### config.mk
export PLATFORM = sky130hd
export DESIGN_NAME = alarm_warning_status_bank
export DESIGN_NICKNAME = d
export VERILOG_FILES = /design/src/hdl/alarm_status_pkg.sv /design/src/hdl/threshold_flag_cell.sv /design/src/hdl/alarm_warning_status_bank.sv
export SDC_FILE = /design/constraint.sdc
export NUM_CORES = 1
export LEC_CHECK = 0
export BUFFER_PORTS_ARGS = -buffer_cell sky130_fd_sc_hd__buf_2
export CORE_AREA = 3 3 159 161
export CTS_BUF_LIST = sky130_fd_sc_hd__clkbuf_8 sky130_fd_sc_hd__clkbuf_16
export CTS_CLUSTER_SIZE = 10
export DETAILED_ROUTE_END_ITERATION = 10
export DIE_AREA = 0 0 162 164
export PLACE_DENSITY = 0.64
export SYNTH_ARGS = -nofsm -noshare
export SYNTH_HDL_FRONTEND = slang
export SYNTH_HIERARCHICAL = 1
export SYNTH_SLANG_ARGS = --single-unit
export TNS_END_PERCENT = 5
### constraint.sdc
create_clock -name clk_i -period 2.7 [get_ports clk_i]
set_input_delay 0.135 -clock clk_i [delete_from_list [all_inputs] [get_ports clk_i]]
set_output_delay 0.135 -clock clk_i [all_outputs]
set_load 0.01 [all_outputs]
### src/hdl/alarm_status_pkg.sv
package alarm_status_pkg;
    // ****************************************************************
    // Register map and field layout
    // ****************************************************************
    localparam logic [7:0] SLOW_ALARM_ADDR  = 8'h71;
    localparam logic [7:0] FAST_ALARM_ADDR  = 8'h72;
    localparam logic [7:0] RX_BIAS_ADDR     = 8'h73;
    localparam logic [7:0] WARN_ADDR        = 8'h74;
    localparam logic [7:0] ZERO_BYTE        = 8'h00;
    localparam logic [7:0] WARN_RESET       = 8'h10;

    // Valid bits of each register; everything else is reserved and reads 0, except the summary at bit 0 of the slow alarm register
    localparam logic [7:0] SLOW_ALARM_MASK  = 8'hF0;
    localparam logic [7:0] FAST_ALARM_MASK  = 8'h0B;
    localparam logic [7:0] RX_BIAS_MASK     = 8'hC8;
    localparam logic [7:0] WARN_MASK        = 8'hFF;

    // Bit positions
    localparam int SUMMARY_BIT   = 0;
    localparam int HIGH_BIAS_FAST_ALARM_BIT      = 3;
    localparam int TX_POWER_HIGH_FAST_ALARM_BIT    = 1;
    localparam int TX_POWER_LOW_FAST_ALARM_BIT    = 0;
    localparam int RX_HI_BIT     = 7;
    localparam int RX_LO_BIT     = 6;
    localparam int CEIL_BIT      = 3;
    localparam int SUPPLY_LO_BIT = 4;

    // Slow measurement channels: temperature, supply, monitor inputs 1..4
    localparam int MEAS_CH      = 6;
    localparam int TEMP_IDX     = 0;
    localparam int SUPPLY_IDX   = 1;
    localparam int MONITOR_INPUT_3_IDX     = 4;
    localparam int MONITOR_INPUT_4_IDX     = 5;
    localparam int MEAS_W       = 16;
    localparam int BIAS_W       = 9;
    localparam int OTHER_W      = 16;
endpackage

### src/hdl/threshold_flag_cell.sv
`timescale 1ns/1ps
`default_nettype none

// High/low comparison flags for one slow measurement channel
module threshold_flag_cell #(
    parameter logic LO_RESET = 1'b0
) (
    input  wire logic                                  clk_i,
    input  wire logic                                  reset_n_i,
    input  wire logic                                  sample_i,
    input  wire logic [alarm_status_pkg::MEAS_W-1:0]   value_i,
    input  wire logic [alarm_status_pkg::MEAS_W-1:0]   hi_thr_i,
    input  wire logic [alarm_status_pkg::MEAS_W-1:0]   lo_thr_i,
    input  wire logic                                  force_lo_i,
    output logic                                       hi_flag_o,
    output logic                                       lo_flag_o
);
    logic hi_reg;
    logic hi_next;
    logic lo_reg;
    logic lo_next;

    // Flags follow only completed conversions; forced low wins over a sample
    always_comb begin
        hi_next = hi_reg;
        lo_next = lo_reg;
        if (sample_i) begin
            hi_next = (value_i > hi_thr_i);
            lo_next = (value_i < lo_thr_i);
        end
        if (force_lo_i) begin
            lo_next = 1'b1;
        end
    end

    always_ff @(posedge clk_i) begin
        if (!reset_n_i) begin
            hi_reg <= 1'b0;
            lo_reg <= LO_RESET;
        end else begin
            hi_reg <= hi_next;
            lo_reg <= lo_next;
        end
    end

    assign hi_flag_o = hi_reg;
    assign lo_flag_o = lo_reg;
endmodule // threshold_flag_cell

`default_nettype wire

### src/hdl/alarm_warning_status_bank.sv
`timescale 1ns/1ps
`default_nettype none

module alarm_warning_status_bank (
    input  wire logic                                   clk_i,
    input  wire logic                                   reset_n_i,
    // Register access port
    input  wire logic [7:0]                             addr_i,
    input  wire logic                                   rd_en_i,
    input  wire logic                                   wr_en_i,
    input  wire logic [7:0]                             wr_data_i,
    output logic      [7:0]                             rd_data_o,
    output logic                                        rd_valid_o,
    // Slow conversions
    input  wire logic [alarm_status_pkg::MEAS_CH-1:0]   meas_done_i,
    input  wire logic [alarm_status_pkg::MEAS_CH-1:0][alarm_status_pkg::MEAS_W-1:0] meas_value_i,
    input  wire logic [alarm_status_pkg::MEAS_CH-1:0][alarm_status_pkg::MEAS_W-1:0] hi_thr_i,
    input  wire logic [alarm_status_pkg::MEAS_CH-1:0][alarm_status_pkg::MEAS_W-1:0] lo_thr_i,
    input  wire logic                                   power_on_analog_trip_i,
    // Fast comparisons
    input  wire logic                                   fast_sample_i,
    input  wire logic                                   bias_high_cmp_i,
    input  wire logic                                   tx_power_high_cmp_i,
    input  wire logic                                   tx_power_low_cmp_i,
    input  wire logic                                   rx_level_high_cmp_i,
    input  wire logic                                   rx_level_low_cmp_i,
    input  wire logic [alarm_status_pkg::BIAS_W-1:0]    bias_request_i,
    input  wire logic [alarm_status_pkg::BIAS_W-1:0]    bias_ceiling_limit_i,
    // Transmit-disable sources
    input  wire logic                                   tx_disable_pin_i,
    input  wire logic                                   tx_disable_soft_bit_i,
    // Enables, laid out as the status registers they gate
    input  wire logic [7:0]                             slow_alarm_enable_i,
    input  wire logic [7:0]                             fast_alarm_enable_i,
    input  wire logic [7:0]                             rx_bias_enable_i,
    input  wire logic [7:0]                             warn_enable_i,
    input  wire logic [alarm_status_pkg::OTHER_W-1:0]   other_flags_i,
    input  wire logic [alarm_status_pkg::OTHER_W-1:0]   other_enable_i,
    output logic                                        tx_fault_irq_summary_o
);
    // ****************************************************************
    // Slow measurement flags
    // ****************************************************************
    logic [alarm_status_pkg::MEAS_CH-1:0] hi_flag;
    logic [alarm_status_pkg::MEAS_CH-1:0] lo_flag;

    // Only the supply channel has a forced low flag and a set reset value
    for (genvar g = 0; g < alarm_status_pkg::MEAS_CH; g++) begin : g_meas
        threshold_flag_cell #(
            .LO_RESET (1'(g == alarm_status_pkg::SUPPLY_IDX))
        ) u_cell (
            .clk_i      (clk_i),
            .reset_n_i  (reset_n_i),
            .sample_i   (meas_done_i[g]),
            .value_i    (meas_value_i[g]),
            .hi_thr_i   (hi_thr_i[g]),
            .lo_thr_i   (lo_thr_i[g]),
            .force_lo_i ((g == alarm_status_pkg::SUPPLY_IDX) && power_on_analog_trip_i),
            .hi_flag_o  (hi_flag[g]),
            .lo_flag_o  (lo_flag[g])
        );
    end

    // ****************************************************************
    // Fast comparison flags
    // ****************************************************************
    logic tx_disable;
    logic high_bias_fast_alarm_reg;
    logic high_bias_fast_alarm_next;
    logic tx_power_high_fast_alarm_reg;
    logic tx_power_high_fast_alarm_next;
    logic tx_power_low_fast_alarm_reg;
    logic tx_power_low_fast_alarm_next;
    logic rx_hi_reg;
    logic rx_hi_next;
    logic rx_lo_reg;
    logic rx_lo_next;
    logic ceil_reg;
    logic ceil_next;

    // Either source disables the transmitter
    assign tx_disable = tx_disable_pin_i | tx_disable_soft_bit_i;

    // Transmit-side flags are held clear while disabled: a comparison taken
    // with the laser off carries no meaning, so the clear wins here
    always_comb begin
        high_bias_fast_alarm_next   = high_bias_fast_alarm_reg;
        tx_power_high_fast_alarm_next = tx_power_high_fast_alarm_reg;
        tx_power_low_fast_alarm_next = tx_power_low_fast_alarm_reg;
        rx_hi_next  = rx_hi_reg;
        rx_lo_next  = rx_lo_reg;
        if (fast_sample_i) begin
            high_bias_fast_alarm_next   = bias_high_cmp_i;
            tx_power_high_fast_alarm_next = tx_power_high_cmp_i;
            tx_power_low_fast_alarm_next = tx_power_low_cmp_i;
            rx_hi_next  = rx_level_high_cmp_i;
            rx_lo_next  = rx_level_low_cmp_i;
        end
        ceil_next = (bias_request_i > bias_ceiling_limit_i);
        if (tx_disable) begin
            high_bias_fast_alarm_next   = 1'b0;
            tx_power_high_fast_alarm_next = 1'b0;
            tx_power_low_fast_alarm_next = 1'b0;
            ceil_next   = 1'b0;
        end
    end

    always_ff @(posedge clk_i) begin
        if (!reset_n_i) begin
            high_bias_fast_alarm_reg   <= 1'b0;
            tx_power_high_fast_alarm_reg <= 1'b0;
            tx_power_low_fast_alarm_reg <= 1'b0;
            rx_hi_reg  <= 1'b0;
            rx_lo_reg  <= 1'b0;
            ceil_reg   <= 1'b0;
        end else begin
            high_bias_fast_alarm_reg   <= high_bias_fast_alarm_next;
            tx_power_high_fast_alarm_reg <= tx_power_high_fast_alarm_next;
            tx_power_low_fast_alarm_reg <= tx_power_low_fast_alarm_next;
            rx_hi_reg  <= rx_hi_next;
            rx_lo_reg  <= rx_lo_next;
            ceil_reg   <= ceil_next;
        end
    end

    // ****************************************************************
    // Register images and fault summary
    // ****************************************************************
    logic [7:0] slow_alarm_img;
    logic [7:0] fast_alarm_img;
    logic [7:0] rx_bias_img;
    logic [7:0] warn_img;
    logic       summary_reg;
    logic       summary_next;
    logic       nonmask;

    // Reserved positions are tied to zero in every image
    always_comb begin
        slow_alarm_img = alarm_status_pkg::ZERO_BYTE;
        fast_alarm_img = alarm_status_pkg::ZERO_BYTE;
        rx_bias_img    = alarm_status_pkg::ZERO_BYTE;
        slow_alarm_img[7:4] = {hi_flag[alarm_status_pkg::MONITOR_INPUT_3_IDX],
                               lo_flag[alarm_status_pkg::MONITOR_INPUT_3_IDX],
                               hi_flag[alarm_status_pkg::MONITOR_INPUT_4_IDX],
                               lo_flag[alarm_status_pkg::MONITOR_INPUT_4_IDX]};
        slow_alarm_img[alarm_status_pkg::SUMMARY_BIT] = summary_reg;
        fast_alarm_img[alarm_status_pkg::HIGH_BIAS_FAST_ALARM_BIT]    = high_bias_fast_alarm_reg;
        fast_alarm_img[alarm_status_pkg::TX_POWER_HIGH_FAST_ALARM_BIT]  = tx_power_high_fast_alarm_reg;
        fast_alarm_img[alarm_status_pkg::TX_POWER_LOW_FAST_ALARM_BIT]  = tx_power_low_fast_alarm_reg;
        rx_bias_img[alarm_status_pkg::RX_HI_BIT]      = rx_hi_reg;
        rx_bias_img[alarm_status_pkg::RX_LO_BIT]      = rx_lo_reg;
        rx_bias_img[alarm_status_pkg::CEIL_BIT]       = ceil_reg;
        for (int i = 0; i < 4; i++) begin
            warn_img[7-2*i] = hi_flag[alarm_status_pkg::TEMP_IDX+i];
            warn_img[6-2*i] = lo_flag[alarm_status_pkg::TEMP_IDX+i];
        end
    end

    // Summary lags the flags by one cycle; the summary bit never gates itself
    always_comb begin
        nonmask = high_bias_fast_alarm_reg | tx_power_high_fast_alarm_reg | tx_power_low_fast_alarm_reg | ceil_reg;
        summary_next = nonmask
            | (|(slow_alarm_img & slow_alarm_enable_i & alarm_status_pkg::SLOW_ALARM_MASK))
            | (|(fast_alarm_img & fast_alarm_enable_i & alarm_status_pkg::FAST_ALARM_MASK))
            | (|(rx_bias_img & rx_bias_enable_i & alarm_status_pkg::RX_BIAS_MASK))
            | (|(warn_img & warn_enable_i & alarm_status_pkg::WARN_MASK))
            | (|(other_flags_i & other_enable_i));
    end

    always_ff @(posedge clk_i) begin
        if (!reset_n_i) begin
            summary_reg <= 1'b0;
        end else begin
            summary_reg <= summary_next;
        end
    end

    assign tx_fault_irq_summary_o = summary_reg;

    // ****************************************************************
    // Read port
    // ****************************************************************
    logic [7:0] rd_data_reg;
    logic [7:0] rd_data_next;
    logic       rd_valid_reg;
    logic       rd_valid_next;

    // Writes have no path into any image; unmapped reads return zero
    always_comb begin
        rd_valid_next = rd_en_i;
        rd_data_next  = rd_data_reg;
        if (rd_en_i) begin
            unique case (addr_i)
                alarm_status_pkg::SLOW_ALARM_ADDR: rd_data_next = slow_alarm_img;
                alarm_status_pkg::FAST_ALARM_ADDR: rd_data_next = fast_alarm_img;
                alarm_status_pkg::RX_BIAS_ADDR:    rd_data_next = rx_bias_img;
                alarm_status_pkg::WARN_ADDR:       rd_data_next = warn_img;
                default:                           rd_data_next = alarm_status_pkg::ZERO_BYTE;
            endcase
        end
    end

    always_ff @(posedge clk_i) begin
        if (!reset_n_i) begin
            rd_data_reg  <= alarm_status_pkg::ZERO_BYTE;
            rd_valid_reg <= 1'b0;
        end else begin
            rd_data_reg  <= rd_data_next;
            rd_valid_reg <= rd_valid_next;
        end
    end

    assign rd_data_o  = rd_data_reg;
    assign rd_valid_o = rd_valid_reg;
endmodule // alarm_warning_status_bank

`default_nettype wire

## After elaboration in Yosys (flattened, before gate mapping)

Index checks and enable logic that the tools add are counted.

| cells by class | value |
|---|---|
| reduce and logical (&&, ||, !) cells | 7 |
| magnitude comparators | 13 |
| bitwise gates (word level) | 15 |
| equal/unequal tests | 4 |
| multiplexer cells | 1 |

Operators with widths:

| operator | number |
|---|---|
| 16-bit greater-than comparator | 6 |
| 16-bit less-than comparator | 6 |
| 8-bit by 7-bit equality test with 1-bit output (second input constant) | 4 |
| 8-bit one-hot mux with 4 select lines | 1 |
| 8-bit bitwise AND | 3 |
| 16-bit bitwise AND | 1 |
| 16-bit OR reduction | 1 |
| 9-bit greater-than comparator | 1 |
| 1-bit OR | 9 |
| 8-bit OR reduction | 1 |
| 3-bit OR reduction | 2 |
| 4-bit bitwise AND | 1 |
| 2-bit OR reduction | 2 |
| 4-bit OR reduction | 1 |
| 1-bit inverter | 1 |

| word-level totals | value |
|---|---|
| output and inout port bits | 10 |
| input port bits | 405 |
| bits in registers | 28 |
| logic and storage cells | 61 |

## Longest topological paths before layout

Gate-level depths: netlist of the first run.

| depth | value |
|---|---|
| depth after elaboration | 8 |
| gate-level depth with buffers | 7 |
| gate-level depth less buffers | 7 |

## Modules after synthesis

Netlist of the first run, hierarchy kept.

By module, submodules not included:

| module | area an instance (um^2) | times used | sequential area each (um^2) | cells an instance |
|---|---|---|---|---|
| threshold_flag_cell (g_meas[0].u_cell ...) | 855.8 | 5 | 40.0 | 119 |
| alarm_warning_status_bank | 1136.1 | 1 | 320.3 | 129 |
| threshold_flag_cell (g_meas[1].u_cell) | 913.4 | 1 | 40.0 | 118 |

## Worst setup path after synthesis of the first run

No wires, ideal clock.

| path | value |
|---|---|
| path kind | input port to flip-flop |
| start | input lo_thr_i[14] (netlist name) |
| end | register g_meas[0].u_cell.lo_reg |
| slack | 1259 ps |
| required time | 2627 ps |
| stages on the path | 6 |
| setup time | 73 ps |
| buffers on the path | 0 |
| data arrival time | 1368 ps |
| cells stage by stage | inv_1 -> ha_1 -> and4_1 -> a22o_1 -> or4_1 -> o22ai_2 |

| between the ends | value |
|---|---|
| cells in the longest elaborated chain, start to end | 1 |

Ends and longest elaborated chain:

| item | line | source |
|---|---|---|
| start: declaration | alarm_warning_status_bank.sv:18 | `input wire logic [alarm_status_pkg::MEAS_CH-1:0][alarm_status_pkg::MEAS_W-1:0] lo_thr_i,` |
| 16-bit less-than comparator | threshold_flag_cell.sv:29 | `lo_next = (value_i < lo_thr_i);` |
| end signal: assignment | threshold_flag_cell.sv:42 | `lo_reg <= lo_next;` |
| end: declaration | threshold_flag_cell.sv:20 | `logic lo_reg;` |

No other way between the ends.
A chain may end at the register's enable or synchronous reset.

## Final worst setup path of the first run

| path | value |
|---|---|
| start | register g_meas[5].u_cell.hi_reg |
| end | register summary_reg (netlist: tx_fault_irq_summary_o) |

| between the ends | value |
|---|---|
| cells in the longest elaborated chain, start to end | 7 |

Ends and longest elaborated chain:

| item | line | source |
|---|---|---|
| start: declaration | threshold_flag_cell.sv:18 | `logic hi_reg;` |
| start signal: assignment | threshold_flag_cell.sv:41 | `hi_reg <= hi_next;` |
| 8-bit bitwise AND | alarm_warning_status_bank.sv:163 | `\| (\|(slow_alarm_img & slow_alarm_enable_i & alarm_status_pkg::SLOW_ALARM_MASK))` |
| 4-bit OR reduction | alarm_warning_status_bank.sv:163 |  |
| 1-bit OR | alarm_warning_status_bank.sv:163 |  |
| 1-bit OR | alarm_warning_status_bank.sv:164 | `\| (\|(fast_alarm_img & fast_alarm_enable_i & alarm_status_pkg::FAST_ALARM_MASK))` |
| 1-bit OR | alarm_warning_status_bank.sv:165 | `\| (\|(rx_bias_img & rx_bias_enable_i & alarm_status_pkg::RX_BIAS_MASK))` |
| 1-bit OR | alarm_warning_status_bank.sv:166 | `\| (\|(warn_img & warn_enable_i & alarm_status_pkg::WARN_MASK))` |
| 1-bit OR | alarm_warning_status_bank.sv:167 | `\| (\|(other_flags_i & other_enable_i));` |
| end signal: assignment | alarm_warning_status_bank.sv:174 | `summary_reg <= summary_next;` |
| end: declaration | alarm_warning_status_bank.sv:133 | `logic summary_reg;` |

No other way between the ends.

==> results of run 1 <==
-- final cells by class --
| cell class | instances | share of cell area [%] |
|---|---|---|
| Clock buffer | 4 | 1.01 |
| Sequential cell | 28 | 6.39 |
| Tap cell | 324 | 4.62 |
| Timing Repair Buffer | 389 | 22.2 |
| Antenna cell | 2 | 0.0570 |
| Inverter | 224 | 9.58 |
| Multi-Input combinational cell | 591 | 56.1 |
-- placed cells by master (no fill, tap or decap), drive strengths merged, types with 5 or more instances in the layout --
master and instances:
nor3 11, a21o 15, nand3 9, a21oi 83, conb 5, a2111oi 11, inv 224, o211a 6
dfxtp 28, or4 5, nand2 54, nand2b 7, nor2 12, mux2i 5, o22ai 6, and2 6
ha 195, o21ai 37, buf 389, and4 6, nand4 25, o211ai 6, and3 8, a22o 5
nor4 7, a211oi 6, a22oi 27
-- worst max-delay path: stages (launching register included) --
cell,delay (ns)
dfxtp_1,0.41
a22oi_1,0.47
nand4_1,0.18
o41a_1,0.38
-- through the flow --
stage / worst slack [ns] / instance area (um^2) / hold WS, ns
after floorplan: 1.26 / 6340 / 0.257
after global placement: 0.989 / 8680 / 0.373
after detailed placement: 0.960 / 8680 / 0.386
after CTS: 1.04 / 8770 / 0.0919
after global routing: 1.05 / 8780 / 0.109
final: 1.14 / 8780 / 0.0984
-- cells by family after synthesis --
| kind of cell | count (synthesis) | share of synthesized area (%) |
|---|---|---|
| flip-flops | 28 | 8.86 |
| other | 1 | 0.0593 |
| AO/OA/AOI/OAI | 222 | 23.6 |
| buffers and inverters | 227 | 13.6 |
| AND/OR/NAND/NOR | 162 | 14.2 |
| adder cells (fa/ha/maj) | 195 | 38.6 |
| multiplexers | 7 | 1.15 |
-- layer usage --
layer	part of all wire (%)	wire, um	vias up	global-route usage (%)
met5	0.055	13	-	0
met4	2.1	486	2	3.72
met3	7.1	1670	24	3.63
met2	49	11400	225	29.9
met1	42	9880	3188	20.0
li1	-	-	3753	-
-- synthesized netlist by cell type, drive strengths merged, types with 2 or more instances --
| library cell | instances | share of area, % |
|---|---|---|
| mux2 | 2 | 0.36 |
| o21ai | 37 | 2.9 |
| ha | 195 | 39 |
| clkbuf | 2 | 0.12 |
| inv | 224 | 13 |
| o211ai | 6 | 0.71 |
| o32ai | 3 | 0.42 |
| and3 | 8 | 0.81 |
| nor4 | 7 | 0.79 |
| a2111oi | 11 | 1.8 |
| a211oi | 6 | 0.71 |
| a22oi | 27 | 3.2 |
| or4 | 5 | 0.59 |
| nor2 | 12 | 0.71 |
| and2b | 4 | 0.53 |
| o2bb2ai | 2 | 0.28 |
| dfxtp | 28 | 8.9 |
| a22o | 5 | 0.69 |
| o211a | 6 | 0.95 |
| nand3b | 2 | 0.24 |
| nor3 | 11 | 0.87 |
| mux2i | 5 | 0.79 |
| nor2b | 4 | 0.40 |
| nand2b | 7 | 0.81 |
| a21o | 15 | 1.8 |
| a21oi | 83 | 6.9 |
| nand3 | 9 | 0.71 |
| nand2 | 54 | 3.2 |
| o22ai | 6 | 1.1 |
| nand4 | 25 | 2.6 |
| o21a | 4 | 0.47 |
| and2 | 6 | 0.59 |
| and4 | 6 | 0.83 |
-- power by group through the flow --
stage	clock, W	sequential, W	combinational (W)
floorplan	0	0.000455	0.000575
global placement	0	0.000478	0.00103
finish	0.000398	0.000466	0.00106
detailed placement	0	0.000478	0.00106
global route	0.000441	0.000469	0.00122
CTS	0.000427	0.000468	0.00107
-- worst paths after layout --
check | from | end | slack (ns) | cells after the start
max | g_meas[5].u_cell/hi_flag_o | tx_fault_irq_summary_o | 1.14 | 3
min | tx_power_low_cmp_i | tx_power_low_fast_alarm_reg | 0.1 | 3
max reg2reg | g_meas[5].u_cell/hi_flag_o | tx_fault_irq_summary_o | 1.14 | 3
min reg2reg | rd_data_o[0] | rd_data_o[0] | 0.49 | 2
==> flow_summary.yaml, run 1 <==
clocking:
  clock_latency_ns: 0.27
  cts_setup_buffers: 0
  cts_buffer_depth: 2
  cts_resized: 0
  cts_buffers: 3
  h-tree-depth: 1
  postCtsHoldBufs: 0
  cts_tree: "done"
  path_clk_slew_ns: 0.08
  cts_root_buf: "clkbuf_16"
  cts_sinks: 28
final_layout:
  largest_register_ff_count: 8
  fillCellCount: 2586
  regArea_um2: 561
  fin_nets: 1837
  instances_no_fill: 1562
  drive_gt1_share_pct: 33.8
  syn_to_final_growth_pct: 38.7
  multi_input_area_um2: 4920
  utilization_pct: 36.4
setup_path:
  cp.required_ns: 2.86
  cp-start-kind: "flip-flop"
  cp.arrival_ns: 1.72
  crit_type: "flip-flop to flip-flop"
  critPathMaxFanout: 4
  end_kind: "flip-flop"
global_route:
  grt_pass1_vias: 7192
  grt_max_degree: 18
  antenna_found_initial: 3
  track_usage_pct: 16.5
  grt_pass1_wl_um: 35100
  grt.overflow.total: 0
placement:
  gp_congestion: 0.894
  port_buffers: 387
  dp_cells: 1556
  hpwl_um: 21700
floorplan:
  fp-row-count: 57
  start_util_pct: 26.3
  floorplan.die_area_um2: 26600
  io-pin-count: 415
  core-area_um2: 24100
  die_y_um: 164
  fp.dieW_um: 162
sta:
  min_period_over_period_pct: 57.6
  hold_viol: 0
  worstMarginPinSlew_ns: 0.670
  max_freq_ghz: 0.643
  final.setup_skew_ns: 0.00542
  finalSetupViolCount: 0
  finalSetupTns_ns: 0
  drv_slew: 0
  rsz0062_at_grt: "no"
  period_needed_ns: 1.56
  relSlewSlack_pct: 54.1
synth:
  synthFlopType: "dfxtp_1"
  postSynthAreaPerCell_um2: 7.52
  syn_area_um2: 6330
  yosysUniqueCellTypes: 58
  ys_seq_area_share_pct: 8.86
  async_reset_ff_share_pct: 0
  synth_enable_flop_cells: 0
  ys_ff_latch: 28
  synth_cells: 842
  yosys_warnings: 6
route:
  antenna_left: 0
  via_per_inst: 4.60
  dr.pass1.iters: 6
  vias: 7192
  drc: 0
  routed_wire_length_per_instance_um: 15.0
  wirelength_um: 23500
  drtIter0Drc: 269
power_and_ir_drop:
  p_per_area_nw_per_um2: 219
  p_int_w: 0.00119
  clkPwrFrac_pct: 20.7
  ir_drop_mv: 0.254
  swShare_pct: 38.2
  switchingPower_w: 0.000733
  power.leakage_nw: 5.38
  fin_total_pwr_w: 0.00192
  p_seq_share_pct: 24.3
  power_frac_comb_pct: 55.0
status:
  outcome: "complete, no violations"
job:
  drv_cap: 0
hold_path:
  hold_path_class: "input pin to flip-flop"
Power figures use the tool's default switching activity.
==> inputs of run 2 (changes only) <==
--- a/config.mk
+++ b/config.mk
@@ -11,7 +11,7 @@
 export CTS_CLUSTER_SIZE = 10
 export DETAILED_ROUTE_END_ITERATION = 10
 export DIE_AREA = 0 0 162 164
-export PLACE_DENSITY = 0.64
+export PLACE_DENSITY = 0.66
 export SYNTH_ARGS = -nofsm -noshare
 export SYNTH_HDL_FRONTEND = slang
 export SYNTH_HIERARCHICAL = 1
==> constraint.sdc (replaced) <==
create_clock -name clk_i -period 1.39 [get_ports clk_i]
set_input_delay 0.0695 -clock clk_i [delete_from_list [all_inputs] [get_ports clk_i]]
set_output_delay 0.0695 -clock clk_i [all_outputs]
set_load 0.01 [all_outputs]
==> run 2 against run 1 <==
The flow now finishes with violations (setup timing). Clock power increased by 97%. Critical path depth unchanged. Global-route usage increased by 1.3 points. Register-to-register slack got worse by 1.2 ns. First-iteration DRC count decreased by 22%. Critical path type unchanged. Largest power group unchanged.
==> flow_summary.yaml, run 2 (synthesis gave the netlist of run 1 again) <==
power_and_ir_drop:
  clkPwrFrac_pct: 19.7
  power_frac_comb_pct: 58.2
  swShare_pct: 37.4
  p_seq_share_pct: 22.1
  switchingPower_w: 0.00149
  p_per_area_nw_per_um2: 423
  p_int_w: 0.00249
  ir_drop_mv: 0.471
  fin_total_pwr_w: 0.00398
  power.leakage_nw: 5.78
floorplan:
  fp.dieW_um: 162
  fp-row-count: 57
  die_y_um: 164
  floorplan.die_area_um2: 26600
  io-pin-count: 415
  start_util_pct: 26.3
  core-area_um2: 24100
setup_path:
  crit_type: "flip-flop to flip-flop"
  end_kind: "flip-flop"
  cpMaxStageDelayCell: "o41a_1"
  crit_chain: "a22oi_1 -> nand4_1 -> o41a_1"
  cp.arrival_ns: 1.59
  critPathMaxFanout: 3
  cp-start-kind: "flip-flop"
  slowest_delay_ns: 0.41
  crit_buf_inv: 0
  cp.required_ns: 1.55
  crit_family: "compound AO/OA/AOI/OAI gates"
placement:
  place_ws_ns: -0.237
  port_buffers: 387
  hpwl_um: 23300
  gp_congestion: 0.934
  place_area_um2: 9310
route:
  wirelength_um: 25200
  via_per_inst: 4.59
  vias: 7544
  routed_wire_length_per_instance_um: 15.3
  antenna_left: 0
  drtIter0Drc: 209
  dr.pass1.iters: 6
  drc: 0
final_layout:
  final_common_cell: "buf_2"
  largest_register_ff_count: 8
  layout_common_cells: "buf_2, inv_1, ha_1"
  fillCellCount: 2596
  utilization_pct: 39.1
  drive_gt1_share_pct: 38.4
  design_area_um2: 9430
  fin_nets: 1920
  syn_to_final_growth_pct: 49.0
sta:
  final.setup_skew_ns: 0.00159
  fin_ws_ns: -0.0350
  relSlewSlack_pct: 61.7
  period_needed_ns: 1.42
  finalSetupViolCount: 1
  min_period_over_period_pct: 103
  whs_ns: 0.0296
  hold_viol: 0
  max_freq_ghz: 0.702
  rsz0062_at_grt: "yes"
  worstMarginPinSlew_ns: 0.560
  drv_slew: 0
job:
  drv_cap: 0
clocking:
  h-tree-depth: 1
  postCtsHoldBufs: 0
  path_clk_slew_ns: 0.08
  clock_latency_ns: 0.27
  cts_setup_buffers: 0
  cts_buffers: 3
  cts_sinks: 28
  cts_root_buf: "clkbuf_16"
  cts_tree: "done"
  cts_buffer_depth: 2
global_route:
  antenna_found_initial: 6
  grt_pass1_wl_um: 37600
  grt.overflow.total: 0
  grt_max_degree: 16
  grt_pass1_vias: 7591
  track_usage_pct: 17.9
hold_path:
  hold_path_class: "input pin to flip-flop"
status:
  outcome: "complete, but fails checks"
  violations: "setup timing"
run 2: changes by cell type in the layout (fill, tap and decap cells not counted), moves of 2 or more:
cell / previous run / this run
a2111oi_1: 0 / 4
buf_4: 2 / 85
a22oi_2: 0 / 2
a22oi_1: 27 / 25
a2111oi_0: 10 / 5
run 2: worst paths after layout:
path | from | slack [ns] | cells after the start | endpoint
min reg2reg | rd_data_o[3] | 0.49 | 2 | rd_data_o[3]
max | g_meas[2].u_cell/lo_flag_o | -0.03 | 3 | tx_fault_irq_summary_o
max reg2reg | g_meas[2].u_cell/lo_flag_o | -0.03 | 3 | tx_fault_irq_summary_o
min | tx_power_high_cmp_i | 0.03 | 3 | tx_power_high_fast_alarm_reg
run 2: through the flow:
stage / cells / setup TNS [ns]
floorplan: 846 / 0
global placement: 1639 / -1.38
detailed placement: 1639 / -1.64
CTS: 1643 / -0.0535
global route: 1645 / -0.116
finish: 1645 / -0.0350
run 2: repair_timing:
action / CTS / global route
endpoints found under the setup margin: 1 / 6
pin swaps: 2 / 0
gates resized for setup: 3 / 7
run 2: layer usage:
layer / part of all wire, % / up-vias / routed length [um] / global-route usage, %
li1: - / 3921 / - / -
met1: 42 / 3339 / 10500 / 21.1
met2: 49 / 244 / 12400 / 32.8
met3: 6.7 / 32 / 1690 / 3.93
met4: 2.1 / 8 / 532 / 4.38
met5: 0.22 / - / 55 / 0
run 2: worst register-to-register path: cells and delay by family, from the launching register on:
family	cells	cell delay [ns]
AOI/OAI and AO/OA	2	0.80
DFF	1	0.37
and+or+nand+nor	1	0.14
run 2: cell type report:
class                   count  area, um^2  share of cell area [%]
clock buffers               4        88.8                   0.942
well taps                 324         405                    4.30
inverters                 224         841                    8.92
flip-flops and latches     28         562                    5.96
diodes                      2        5.00                  0.0531
repair buffers            472        2570                    27.3
multi-input cells         591        4950                    52.5
run 2: power groups by stage:
| stage | clock network, W | registers, W | logic, W |
|---|---|---|---|
| CTS | 0.000841 | 0.000886 | 0.00234 |
| floorplan | 0 | 0.000884 | 0.00112 |
| global route | 0.000869 | 0.000888 | 0.00266 |
| global placement | 0 | 0.000902 | 0.00226 |
| detailed placement | 0 | 0.000903 | 0.00232 |
| finish | 0.000785 | 0.000882 | 0.00232 |
==> inputs of run 3 (changes only) <==
--- a/config.mk
+++ b/config.mk
@@ -11,6 +11,7 @@
 export CTS_CLUSTER_SIZE = 10
 export DETAILED_ROUTE_END_ITERATION = 10
 export DIE_AREA = 0 0 162 164
+export HOLD_SLACK_MARGIN = 0.1
 export PLACE_DENSITY = 0.66
 export SYNTH_ARGS = -nofsm -noshare
 export SYNTH_HDL_FRONTEND = slang
==> run 3 against run 2 <==
The flow still finishes with violations (setup timing). Largest cell class unchanged. Flip-flop and latch count is the same. Cell count rose by 0.36%. Critical endpoint unchanged. Die area stayed put.
==> flow_summary.yaml, run 3 (synthesis gave the netlist of run 1 again) <==
status:
  outcome: "complete, but fails checks"
  violations: "setup timing"
route:
  drc: 0
  drtIter0Drc: 226
  via_per_inst: 4.58
  routed_wire_length_per_instance_um: 15.3
  vias: 7561
  dr.pass1.iters: 6
  antenna_left: 0
  wirelength_um: 25200
hold_path:
  hold_path_class: "input pin to flip-flop"
sta:
  drv_slew: 0
  worstMarginPinSlew_ns: 0.516
  whs_ns: 0.130
  rsz0062_at_grt: "yes"
  final.setup_skew_ns: 0.00136
  hold_viol: 0
  min_period_over_period_pct: 103
  finalSetupViolCount: 1
  period_needed_ns: 1.44
  max_freq_ghz: 0.696
  fin_ws_ns: -0.0475
  relSlewSlack_pct: 64.7
clocking:
  cts_root_buf: "clkbuf_16"
  h-tree-depth: 1
  cts_sinks: 28
  cts_buffers: 3
  cts_tree: "done"
  cts_buffer_depth: 2
  cts_setup_buffers: 0
  clock_latency_ns: 0.27
  path_clk_slew_ns: 0.08
floorplan:
  core-area_um2: 24100
  start_util_pct: 26.3
  fp.dieW_um: 162
  die_y_um: 164
  io-pin-count: 415
  fp-row-count: 57
  floorplan.die_area_um2: 26600
final_layout:
  layout_common_cells: "buf_2, inv_1, ha_1"
  fin_nets: 1926
  fillCellCount: 2589
  largest_register_ff_count: 8
  utilization_pct: 39.4
  design_area_um2: 9490
  final_common_cell: "buf_2"
  instances_no_fill: 1651
  syn_to_final_growth_pct: 49.9
  drive_gt1_share_pct: 38.2
job:
  drv_cap: 0
setup_path:
  crit_type: "flip-flop to flip-flop"
  cp.required_ns: 1.56
  cpMaxStageDelayCell: "o41a_1"
  crit_buf_inv: 0
  cp-start-kind: "flip-flop"
  crit_family: "compound AO/OA/AOI/OAI gates"
  cp.arrival_ns: 1.60
  slowest_delay_ns: 0.41
  critPathMaxFanout: 3
  end_kind: "flip-flop"
  crit_chain: "a22oi_1 -> nand4_1 -> o41a_1"
placement:
  gp_congestion: 0.934
  dp_cells: 1639
  hpwl_um: 23300
  port_buffers: 387
  place_area_um2: 9310
global_route:
  grt_max_degree: 16
  antenna_found_initial: 6
  grt_pass1_vias: 7624
  track_usage_pct: 17.9
  grt.overflow.total: 0
  grt_pass1_wl_um: 37700
power_and_ir_drop:
  ir_drop_mv: 0.470
  p_per_area_nw_per_um2: 421
  power.leakage_nw: 5.81
  fin_total_pwr_w: 0.00400
-- run 3: worst paths after layout --
path                                                  from                         end  slack [ns]  cells after the start
worst min register to register                rd_data_o[0]                rd_data_o[0]        0.49                      2
worst max-delay path            g_meas[2].u_cell/lo_flag_o      tx_fault_irq_summary_o       -0.05                      3
worst min-delay path                        meas_done_i[3]  g_meas[3].u_cell/hi_flag_o        0.13                      3
worst max register to register  g_meas[2].u_cell/lo_flag_o      tx_fault_irq_summary_o       -0.05                      3
-- run 3: stage by stage --
stage / setup WS [ns] / setup TNS, ns
after floorplan: 0.0147 / 0
after detailed placement: -0.237 / -1.64
after global routing: -0.0670 / -0.0670
final: -0.0475 / -0.0475
after CTS: -0.0535 / -0.0535
after global placement: -0.241 / -1.38
-- run 3: layout make-up --
class	count	area [um^2]	share of cell area, %
multi-input cells	591	4950	52.2
repair buffers	478	2640	27.8
inverters	224	841	8.86
flip-flops and latches	28	562	5.92
well taps	324	405	4.27
clock buffers	4	88.8	0.936
diodes	2	5.00	0.0527
-- run 3: where the power goes --
group	switching, W	internal, W	total, W
Sequential	0.0000413	0.000841	0.000883
Combinational	0.00111	0.00122	0.00233
Clock	0.000341	0.000444	0.000785
Total	0.00150	0.00250	0.00400
-- run 3: per-layer routing --
metal | vias to the layer above | wire length, um | GRT usage (%)
li1 | 3930 | - | -
met1 | 3339 | 10500 | 21.1
met2 | 250 | 12400 | 32.7
met3 | 34 | 1750 | 4.06
met4 | 8 | 580 | 4.69
met5 | - | 60 | 0
-- run 3: timing repair --
action                     4_1_cts  5_1_grt
hold buffers                     6        0
hold endpoints to repair         6        0
setup endpoints to repair        1        6
gates resized for setup          3        7
pin swaps                        2        0
-- run 3: worst min-delay path, stage by stage --
cell      delay [ns]
buf_2           0.10
o211ai_1        0.08
a21oi_1         0.12
